<file path="src/ttr_defs.vh">
// Register map, field positions and counts of the trail trace receiver.
// Included by the receiver top, the checker and the bench, not by the identifier store; definitions only.
`ifndef TTR_DEFS_VH
`define TTR_DEFS_VH

`define TTR_ADDR_W          8
`define TTR_DATA_W          16

`define TTR_OFS_CTRL        8'hF0
`define TTR_OFS_PTR         8'hF2
`define TTR_OFS_LIVE        8'hF4
`define TTR_OFS_LATCH       8'hF6
`define TTR_OFS_IRQ_EN      8'hF8
`define TTR_OFS_RECV        8'hFC
`define TTR_OFS_EXP         8'hFE

`define TTR_CTRL_ALIGN_DIS  3
`define TTR_CTRL_CMP_EN     2
`define TTR_CTRL_INVERT     1
`define TTR_CTRL_REORDER    0
`define TTR_CTRL_RESET      4'h0

`define TTR_PTR_EXP_LSB     8
`define TTR_PTR_RECV_LSB    0
`define TTR_PTR_RESET       4'h0

`define TTR_ST_MISMATCH     2
`define TTR_ST_UNSTABLE     1
`define TTR_ST_IDLE         0
`define TTR_ST_CHANGE       3

`define TTR_ID_LAST_POS     4'hF
`define TTR_UNSTABLE_COUNT  4'h8
`define TTR_IDLE_COUNT      3'h5
`define TTR_LAST_BIT        3'h7

`endif

</file>
<file path="src/ttr_rx_main.v">
// Receive trail trace processor: bit assembly, alignment, identifier
// storage, comparison, status and register slave.
// Assumes trace bits arrive from framer logic on core_clk, at most one per
// cycle, with a byte-start marker on the first bit of every byte.
//
// What this block does
// - Align to multiframe while alignment enabled
// - Alignment disabled: store from arbitrary byte
// - Compare to expected only when enabled
// - Alignment disabled suppresses comparison
// - Invert incoming bits when inversion set
// - First bit to bit 7, or bit 0
// - Expected pointer in bits 11:8
// - Expected data access advances pointer, wraps
// - Received pointer in bits 3:0
// - Received data access advances pointer, wraps
// - Mismatch bit while received differs expected
// - Unstable after eight unmatched identifiers
// - Idle after five all-zero identifiers
// - Latch change flag on identifier update
`timescale 1ns/1ps
`default_nettype none
`include "ttr_defs.vh"

module ttr_rx_main (
    input  wire                    core_clk,
    input  wire                    nrst,
    input  wire                    rx_tt_bit,
    input  wire                    rx_tt_bit_vld,
    input  wire                    rx_tt_byte_start,
    input  wire [`TTR_ADDR_W-1:0]  reg_addr,
    input  wire [`TTR_DATA_W-1:0]  reg_wdata,
    input  wire                    reg_wr,
    input  wire                    reg_rd,
    output wire [`TTR_DATA_W-1:0]  reg_rdata,
    output wire                    irq,
    output wire                    mismatch_condition,
    output wire                    unstable_condition
);

    // ----------------------------------------------------------------
    // Helpers
    // ----------------------------------------------------------------
    function [7:0] shift_in;
        input [7:0] sh;
        input       b;
        input       reorder;
        begin
            if (reorder) begin
                shift_in = {b, sh[7:1]};
            end else begin
                shift_in = {sh[6:0], b};
            end
        end
    endfunction

    function [3:0] ptr_next;
        input [3:0] p;
        begin
            ptr_next = p + 4'h1;
        end
    endfunction

    // ----------------------------------------------------------------
    // Registers
    // ----------------------------------------------------------------
    reg  [3:0]  ctrl_q;
    reg  [3:0]  expected_byte_pointer_q;
    reg  [3:0]  received_byte_pointer_q;
    reg  [3:0]  latch_q;
    reg  [3:0]  irq_en_q;
    reg  [15:0] rd_reg_q;
    reg  [1:0]  rd_sel_q;

    wire        rx_align_disable      = ctrl_q[`TTR_CTRL_ALIGN_DIS];
    wire        rx_compare_enable     = ctrl_q[`TTR_CTRL_CMP_EN];
    wire        rx_invert_enable      = ctrl_q[`TTR_CTRL_INVERT];
    wire        rx_bit_reorder_enable = ctrl_q[`TTR_CTRL_REORDER];

    wire        cmp_active = rx_compare_enable & ~rx_align_disable;

    wire        hit_recv = (reg_addr == `TTR_OFS_RECV);
    wire        hit_exp  = (reg_addr == `TTR_OFS_EXP);
    wire        wr_ctrl  = reg_wr & (reg_addr == `TTR_OFS_CTRL);
    wire        wr_ptr   = reg_wr & (reg_addr == `TTR_OFS_PTR);
    wire        wr_latch = reg_wr & (reg_addr == `TTR_OFS_LATCH);
    wire        wr_irqen = reg_wr & (reg_addr == `TTR_OFS_IRQ_EN);
    wire        acc_recv = (reg_wr | reg_rd) & hit_recv;
    wire        acc_exp  = (reg_wr | reg_rd) & hit_exp;

    // ----------------------------------------------------------------
    // Bit assembly
    // ----------------------------------------------------------------
    reg  [7:0]  sh_q;
    reg  [2:0]  bit_cnt_q;
    reg         in_byte_q;
    reg         first_bit_q;
    reg  [3:0]  pos_q;
    reg         byte_vld_q;
    reg  [7:0]  byte_q;
    reg  [3:0]  byte_pos_q;

    wire        line_bit = rx_tt_bit ^ rx_invert_enable;
    wire [7:0]  sh_d     = shift_in(sh_q, line_bit, rx_bit_reorder_enable);
    wire        byte_done = rx_tt_bit_vld & ~rx_tt_byte_start & in_byte_q &
                            (bit_cnt_q == `TTR_LAST_BIT);
    // The first bit carries the multiframe marker; set only on byte 0
    wire        mas_seen = ~rx_align_disable & first_bit_q;
    wire [3:0]  pos_d    = mas_seen ? 4'h0 : ptr_next(pos_q);

    always @(posedge core_clk or negedge nrst) begin
        if (!nrst) begin
            sh_q        <= 8'h00;
            bit_cnt_q   <= 3'h0;
            in_byte_q   <= 1'b0;
            first_bit_q <= 1'b0;
            pos_q       <= 4'h0;
            byte_vld_q  <= 1'b0;
            byte_q      <= 8'h00;
            byte_pos_q  <= 4'h0;
        end else begin
            byte_vld_q <= byte_done;
            if (rx_tt_bit_vld) begin
                sh_q <= sh_d;
                if (rx_tt_byte_start) begin
                    in_byte_q   <= 1'b1;
                    bit_cnt_q   <= 3'h1;
                    first_bit_q <= line_bit;
                end else if (in_byte_q) begin
                    bit_cnt_q <= bit_cnt_q + 3'h1;
                end
            end
            if (byte_done) begin
                in_byte_q  <= 1'b0;
                byte_q     <= sh_d;
                pos_q      <= pos_d;
                byte_pos_q <= pos_d;
            end
        end
    end

    // ----------------------------------------------------------------
    // Compare stage: old stored byte and expected byte come back here
    // ----------------------------------------------------------------
    reg         cmp_vld_q;
    reg  [7:0]  cmp_byte_q;
    reg  [3:0]  cmp_pos_q;
    reg         acc_exp_q;
    reg         acc_cur_q;
    reg         acc_nz_q;
    wire [7:0]  recv_b_rdata;
    wire [7:0]  exp_b_rdata;
    wire [7:0]  recv_a_rdata;
    wire [7:0]  exp_a_rdata;

    // Port B sees a read in one cycle and a write in the next; bytes are at
    // least eight strobes apart, so the two never collide
    wire [3:0]  b_addr  = cmp_vld_q ? cmp_pos_q : byte_pos_q;
    wire        first   = (cmp_pos_q == 4'h0);
    wire        d_exp   = (first ? 1'b0 : acc_exp_q) | (cmp_byte_q != exp_b_rdata);
    wire        d_cur   = (first ? 1'b0 : acc_cur_q) | (cmp_byte_q != recv_b_rdata);
    wire        d_nz    = (first ? 1'b0 : acc_nz_q) | (cmp_byte_q != 8'h00);
    wire        id_end  = cmp_vld_q & (cmp_pos_q == `TTR_ID_LAST_POS);

    always @(posedge core_clk or negedge nrst) begin
        if (!nrst) begin
            cmp_vld_q  <= 1'b0;
            cmp_byte_q <= 8'h00;
            cmp_pos_q  <= 4'h0;
            acc_exp_q  <= 1'b0;
            acc_cur_q  <= 1'b0;
            acc_nz_q   <= 1'b0;
        end else begin
            cmp_vld_q <= byte_vld_q;
            if (byte_vld_q) begin
                cmp_byte_q <= byte_q;
                cmp_pos_q  <= byte_pos_q;
            end
            if (cmp_vld_q) begin
                acc_exp_q <= d_exp;
                acc_cur_q <= d_cur;
                acc_nz_q  <= d_nz;
            end
        end
    end

    // ----------------------------------------------------------------
    // Identifier conditions, judged once per whole identifier
    // ----------------------------------------------------------------
    reg         mism_q;
    reg  [3:0]  unst_cnt_q;
    reg  [2:0]  idle_cnt_q;
    reg  [2:0]  live_prev_q;

    wire        id_mismatch_status = mism_q;
    wire        id_unstable_status = (unst_cnt_q == `TTR_UNSTABLE_COUNT);
    wire        id_idle_status     = (idle_cnt_q == `TTR_IDLE_COUNT);
    wire [2:0]  live = {id_mismatch_status, id_unstable_status, id_idle_status};
    // With comparison off nothing can match the expected identifier
    wire        no_match = (~cmp_active | d_exp) & d_cur;
    wire        id_change_latched_evt = id_end & d_cur;

    always @(posedge core_clk or negedge nrst) begin
        if (!nrst) begin
            mism_q      <= 1'b0;
            unst_cnt_q  <= 4'h0;
            idle_cnt_q  <= 3'h0;
            live_prev_q <= 3'h0;
        end else begin
            live_prev_q <= live;
            if (!cmp_active) begin
                mism_q <= 1'b0;
            end else if (id_end) begin
                mism_q <= d_exp;
            end
            if (id_end) begin
                if (!no_match) begin
                    unst_cnt_q <= 4'h0;
                end else if (!id_unstable_status) begin
                    unst_cnt_q <= unst_cnt_q + 4'h1;
                end
                if (d_nz) begin
                    idle_cnt_q <= 3'h0;
                end else if (!id_idle_status) begin
                    idle_cnt_q <= idle_cnt_q + 3'h1;
                end
            end
        end
    end

    assign mismatch_condition = id_mismatch_status;
    assign unstable_condition = id_unstable_status;

    // ----------------------------------------------------------------
    // Identifier stores
    // ----------------------------------------------------------------
    ttr_id_mem #(
        .DW (8),
        .AW (4)
    ) u_recv_mem (
        .core_clk (core_clk),
        .a_we     (1'b0),
        .a_addr   (received_byte_pointer_q),
        .a_wdata  (8'h00),
        .a_rdata  (recv_a_rdata),
        .b_we     (cmp_vld_q),
        .b_addr   (b_addr),
        .b_wdata  (cmp_byte_q),
        .b_rdata  (recv_b_rdata)
    );

    ttr_id_mem #(
        .DW (8),
        .AW (4)
    ) u_exp_mem (
        .core_clk (core_clk),
        .a_we     (reg_wr & hit_exp),
        .a_addr   (expected_byte_pointer_q),
        .a_wdata  (reg_wdata[7:0]),
        .a_rdata  (exp_a_rdata),
        .b_we     (1'b0),
        .b_addr   (b_addr),
        .b_wdata  (8'h00),
        .b_rdata  (exp_b_rdata)
    );

    // ----------------------------------------------------------------
    // Register writes, pointers and latched status
    // ----------------------------------------------------------------
    wire [3:0]  latch_set = {id_change_latched_evt, live & ~live_prev_q};

    always @(posedge core_clk or negedge nrst) begin
        if (!nrst) begin
            ctrl_q                  <= `TTR_CTRL_RESET;
            expected_byte_pointer_q <= `TTR_PTR_RESET;
            received_byte_pointer_q <= `TTR_PTR_RESET;
            latch_q                 <= 4'h0;
            irq_en_q                <= 4'h0;
        end else begin
            if (wr_ctrl) begin
                ctrl_q <= reg_wdata[3:0];
            end
            if (wr_ptr) begin
                expected_byte_pointer_q <= reg_wdata[`TTR_PTR_EXP_LSB+3:`TTR_PTR_EXP_LSB];
                received_byte_pointer_q <= reg_wdata[`TTR_PTR_RECV_LSB+3:`TTR_PTR_RECV_LSB];
            end
            if (acc_exp) begin
                expected_byte_pointer_q <= ptr_next(expected_byte_pointer_q);
            end
            if (acc_recv) begin
                received_byte_pointer_q <= ptr_next(received_byte_pointer_q);
            end
            if (wr_irqen) begin
                irq_en_q <= reg_wdata[3:0];
            end
            // A new event in the clearing cycle survives the clear
            latch_q <= (latch_q & ~(wr_latch ? reg_wdata[3:0] : 4'h0)) | latch_set;
        end
    end

    assign irq = |(latch_q & irq_en_q);

    // ----------------------------------------------------------------
    // Register reads: value stands in the cycle after the strobe
    // ----------------------------------------------------------------
    reg  [15:0] rd_mux;

    always @* begin
        rd_mux = 16'h0000;
        case (reg_addr)
            `TTR_OFS_CTRL: begin
                rd_mux = {12'h000, ctrl_q};
            end
            `TTR_OFS_PTR: begin
                rd_mux = {4'h0, expected_byte_pointer_q, 4'h0, received_byte_pointer_q};
            end
            `TTR_OFS_LIVE: begin
                rd_mux = {13'h0000, live};
            end
            `TTR_OFS_LATCH: begin
                rd_mux = {12'h000, latch_q};
            end
            `TTR_OFS_IRQ_EN: begin
                rd_mux = {12'h000, irq_en_q};
            end
            default: begin
                rd_mux = 16'h0000;
            end
        endcase
    end

    always @(posedge core_clk or negedge nrst) begin
        if (!nrst) begin
            rd_reg_q <= 16'h0000;
            rd_sel_q <= 2'h0;
        end else if (reg_rd) begin
            rd_reg_q <= rd_mux;
            rd_sel_q <= hit_recv ? 2'h1 : (hit_exp ? 2'h2 : 2'h0);
        end
    end

    // Memory bytes come from the store's own read register
    assign reg_rdata = (rd_sel_q == 2'h1) ? {8'h00, recv_a_rdata} :
                       (rd_sel_q == 2'h2) ? {8'h00, exp_a_rdata} : rd_reg_q;

endmodule

`default_nettype wire

</file>
<file path="src/ttr_id_mem.v">
// Sixteen-byte identifier store with two ports, both reading into registers.
// Assumes the two ports never write the same byte in the same cycle.
`timescale 1ns/1ps
`default_nettype none

module ttr_id_mem #(
    parameter DW = 8,
    parameter AW = 4
) (
    input  wire          core_clk,
    input  wire          a_we,
    input  wire [AW-1:0] a_addr,
    input  wire [DW-1:0] a_wdata,
    output reg  [DW-1:0] a_rdata,
    input  wire          b_we,
    input  wire [AW-1:0] b_addr,
    input  wire [DW-1:0] b_wdata,
    output reg  [DW-1:0] b_rdata
);

    reg [DW-1:0] mem [0:(1<<AW)-1];

    // Read-before-write on each port: the old byte comes out
    always @(posedge core_clk) begin
        if (a_we) begin
            mem[a_addr] <= a_wdata;
        end
        if (b_we) begin
            mem[b_addr] <= b_wdata;
        end
        a_rdata <= mem[a_addr];
        b_rdata <= mem[b_addr];
    end

endmodule

`default_nettype wire

</file>
<file path="config.mk">
export PLATFORM = sky130hd
export DESIGN_NAME = ttr_rx_main
export DESIGN_NICKNAME = d
export VERILOG_FILES = /design/src/ttr_rx_main.v /design/src/ttr_id_mem.v
export VERILOG_INCLUDE_DIRS = /design/src
export SDC_FILE = /design/constraint.sdc
export NUM_CORES = 1
export LEC_CHECK = 0
export CORE_UTILIZATION = 45
export DETAILED_ROUTE_END_ITERATION = 6
export DONT_BUFFER_PORTS = 1
export GPL_TIMING_DRIVEN = 0
export PLACE_DENSITY = 0.64
export SLEW_MARGIN = 20
export SYNTH_ARGS = -nofsm -noshare
export SYNTH_HDL_FRONTEND = slang
export SYNTH_SLANG_ARGS = --single-unit
export TNS_END_PERCENT = 1
</file>
<file path="constraint.sdc">
create_clock -name core_clk -period 3.84 [get_ports core_clk]
set_input_delay 0.768 -clock core_clk [delete_from_list [all_inputs] [get_ports core_clk]]
set_output_delay 0.768 -clock core_clk [all_outputs]
set_load 0.005 [all_outputs]
</file>
==> results.cfg <==
[status]
status = finished with violations
failed_checks = design-rule violations

[global_routing]
grtUsageTotal_pct = 25.1
grt_pass1_vias = 10600
grt_antenna_before_repair = 0
overflow = 0
grt_pass1_wl_um = 68800
grt_start_max_net_pins = 84

[synth]
ys.warnings.count = 0
avgSynthCellArea_um2 = 15.2
synth_top_flop_cell = edfxtp_1
synthTopCellsByArea = edfxtp_1 (46%), dfrtp_1 (13%), mux4_2 (12%), dfxtp_1 (3.9%), mux2i_1 (2.7%)
synth_area_mm2 = 0.0166
synthArstFlopShare_pct = 22.4
ys_seq_area_share_pct = 62.6
synth-edff-count = 256
synth_seq_cells = 371
syn_inst = 1091
synth.largest_area_cell = edfxtp_1
ys_top_cells_by_count = edfxtp_1 (256), mux4_2 (88), dfrtp_1 (83)
yosysMostFrequentCell = edfxtp_1
synth.top_cell.area_share_pct = 46.3
ys_types = 66

[routing]
wl_um = 46700
wl_per_cell_um = 28.4
postRouteAntennaNets = 0
drt-initial-drc-count = 1244
drc = 1
num_vias = 10800
vias_per_cell = 6.56
drt_first_pass_iters = 7

[pwr]
peakVddDrop_v = 0.000337
p_per_area_mw_per_mm2 = 552
p_leak_nw = 6.58

[floorplanning]
io_pins = 50
fp.dieH_um = 194
die-area_mm2 = 0.0377
core_area_mm2 = 0.0364
start_util_pct = 45.6
chipWidth_um = 194
std_cell_rows = 70

[sta]
fin_setup_tns_ps = 0
fin_worst_skew_ps = 21.7
finalSetupViolCount = 0
worst-slew-pin-transition_ps = 1110
maxSlewHeadroom_pct = 24.9
grt_setup_unrepaired = false
clock.fmax_mhz = 296
slew_violations = 0
fin_crit_ps = 3380
setup_ws_ps = 460
finalHoldViolations = 0
holdWs_ps = 104
fin_crit_sh_pct = 88.0

[critical_path]
reg2reg_from = byte_pos_q[1]$_DFFE_PN0P_
crit_chain = nand2b_1 -> a21boi_1 -> clkbuf_1 -> mux4_2 -> a22oi_1 -> o221ai_1
worstPathArrival_ps = 3760
required_ps = 4220
crit_path_end_kind = flip-flop
rrSetupSlack_ps = 460
worst-path-buf-inv = 1
path_class = flip-flop to flip-flop
path_max_fanout = 10
rr_endpoint = u_recv_mem.b_rdata[1]$_DFF_P_
critPathLaunchType = flip-flop
cp_top_family = compound AO/OA/AOI/OAI gates
reg2regPathDepth = 6
crit_slowest_cell = clkbuf_1
max_stage_delay_ps = 840

[clock_tree]
htreeDepth = 2
clk_pin_slew_ps = 60
tritoncts = built
clk_latency_ps = 570
cts.sinks = 371
post_cts_resized = 0
root_buffer = clkbuf_16
cts_max_path_buffers = 3
cts_buffers = 40

[layout]
n_fill_cell = 3014
fin_area_mm2 = 0.0186
instances_no_fill = 1641
areaGrowthSynthToFinish_pct = 12.1
n_antenna_cell = 0
largest_registers = u_exp_mem.mem x128, u_recv_mem.mem x128
drive_gt1_share_pct = 18.6
layout.nets = 1185

[placement]
placed_area_mm2 = 0.0173
pre_cts_slack_ps = 622
dpl.hpwl_um = 31900
portBuffers = 0
place_inst = 1567
gp_congestion = 0.901

[min_path]
hp-class = input pin to asynchronous set/reset pin

[run]
drv_cap = 0
==> worst max-delay path by stage <==
stage / startpoint / to / depth (start not counted)
CTS: byte_pos_q[1]$_DFFE_PN0P_ / u_recv_mem.b_rdata[6]$_DFF_P_ / 6
finish: byte_pos_q[1]$_DFFE_PN0P_ / u_recv_mem.b_rdata[1]$_DFF_P_ / 6
detailed placement: byte_pos_q[1]$_DFFE_PN0P_ / u_recv_mem.b_rdata[1]$_DFF_P_ / 6
floorplan: reg_addr[1] / u_exp_mem.mem[3][0]$_DFFE_PP_ / 5
global route: byte_pos_q[1]$_DFFE_PN0P_ / u_recv_mem.b_rdata[6]$_DFF_P_ / 6
global placement: reg_addr[1] / u_exp_mem.mem[1][7]$_DFFE_PP_ / 5
==> kinds of logic after synthesis <==
group,share of synthesized area [%]
DFF,62.6
AOI/OAI and AO/OA,11.2
and+or+nand+nor,5.58
muxes,16.2
buffers and inverters,2.60
xor gates and xnor gates,0.896
adders and majority gates,0.904
other,0.0226
==> metrics by stage <==
step	util (%)	total power, mW
6_report	51.1	10.3
2_1_floorplan	-	5.88
4_1_cts	51.1	10.3
3_3_place_gp	47.2	6.44
3_5_place_dp	47.4	6.47
5_1_grt	51.1	10.6
==> layer usage <==
metal  vias to the layer above  routed length (um)  track usage [%]
li1                       4518                   -                -
met1                      5522               19100             34.9
met2                       626               21100             38.5
met3                        92                4580             4.71
met4                         0                1880             11.4
met5                         -                   0                0
==> cell usage in the layout, fill, tap and decap left out, types with 7 or more instances in the layout <==
cell	netlist	routed
a21oi_1	23	23
ha_1	12	12
o21ai_0	30	30
clkbuf_16	0	41
buf_2	15	18
nor2b_1	9	9
o21ai_1	8	8
mux2_2	24	24
mux4_2	88	88
a22oi_1	28	28
edfxtp_1	256	256
nand2_1	50	50
nor2_1	56	56
mux2i_1	44	44
xnor2_1	17	17
o221ai_1	16	16
inv_1	24	24
a22o_1	43	43
nor3_1	11	7
a211oi_1	7	7
nand3_1	15	15
o2bb2ai_1	7	7
buf_4	5	7
clkbuf_1	53	62
dfrtp_1	83	83
dfxtp_1	32	32
a221oi_1	50	50
==> timing repair <==
action / in CTS / in global routing
hold endpoints to repair: 83 / 0
setup buffers: 0 / 0
hold buffers: 1 / 0
==> area by class of cell <==
class                      instances  area (um^2)  share of cell area, %
buffer                            77          334                   1.79
inverter                          26         97.6                  0.524
timing repair buffer               6         57.6                  0.309
sequential                       371        10400                   55.9
clock buffer                      53         1100                   5.91
tap                              468          586                   3.14
multi-input combinational        620         5830                   31.3
clock inverter                    20          204                   1.10
==> worst register-to-register path: cells and delay by family (launching register included) <==
kind                   cells  cell delay (ps)
buffers and inverters      1              840
AO/OA/AOI/OAI              3             1290
multiplexers               1              450
AND/OR/NAND/NOR            1              150
flip-flops                 1              480
==> report_power, final <==
group | internal, mW | total [mW] | switching (mW) | leakage, nW
Combinational | 0.723 | 1.70 | 0.974 | 2.14
Clock | 2.24 | 3.85 | 1.61 | 0.627
Sequential | 4.52 | 4.74 | 0.214 | 3.81
Total | 7.48 | 10.3 | 2.80 | 6.58
No activity file was read; power rests on OpenSTA's default activity.
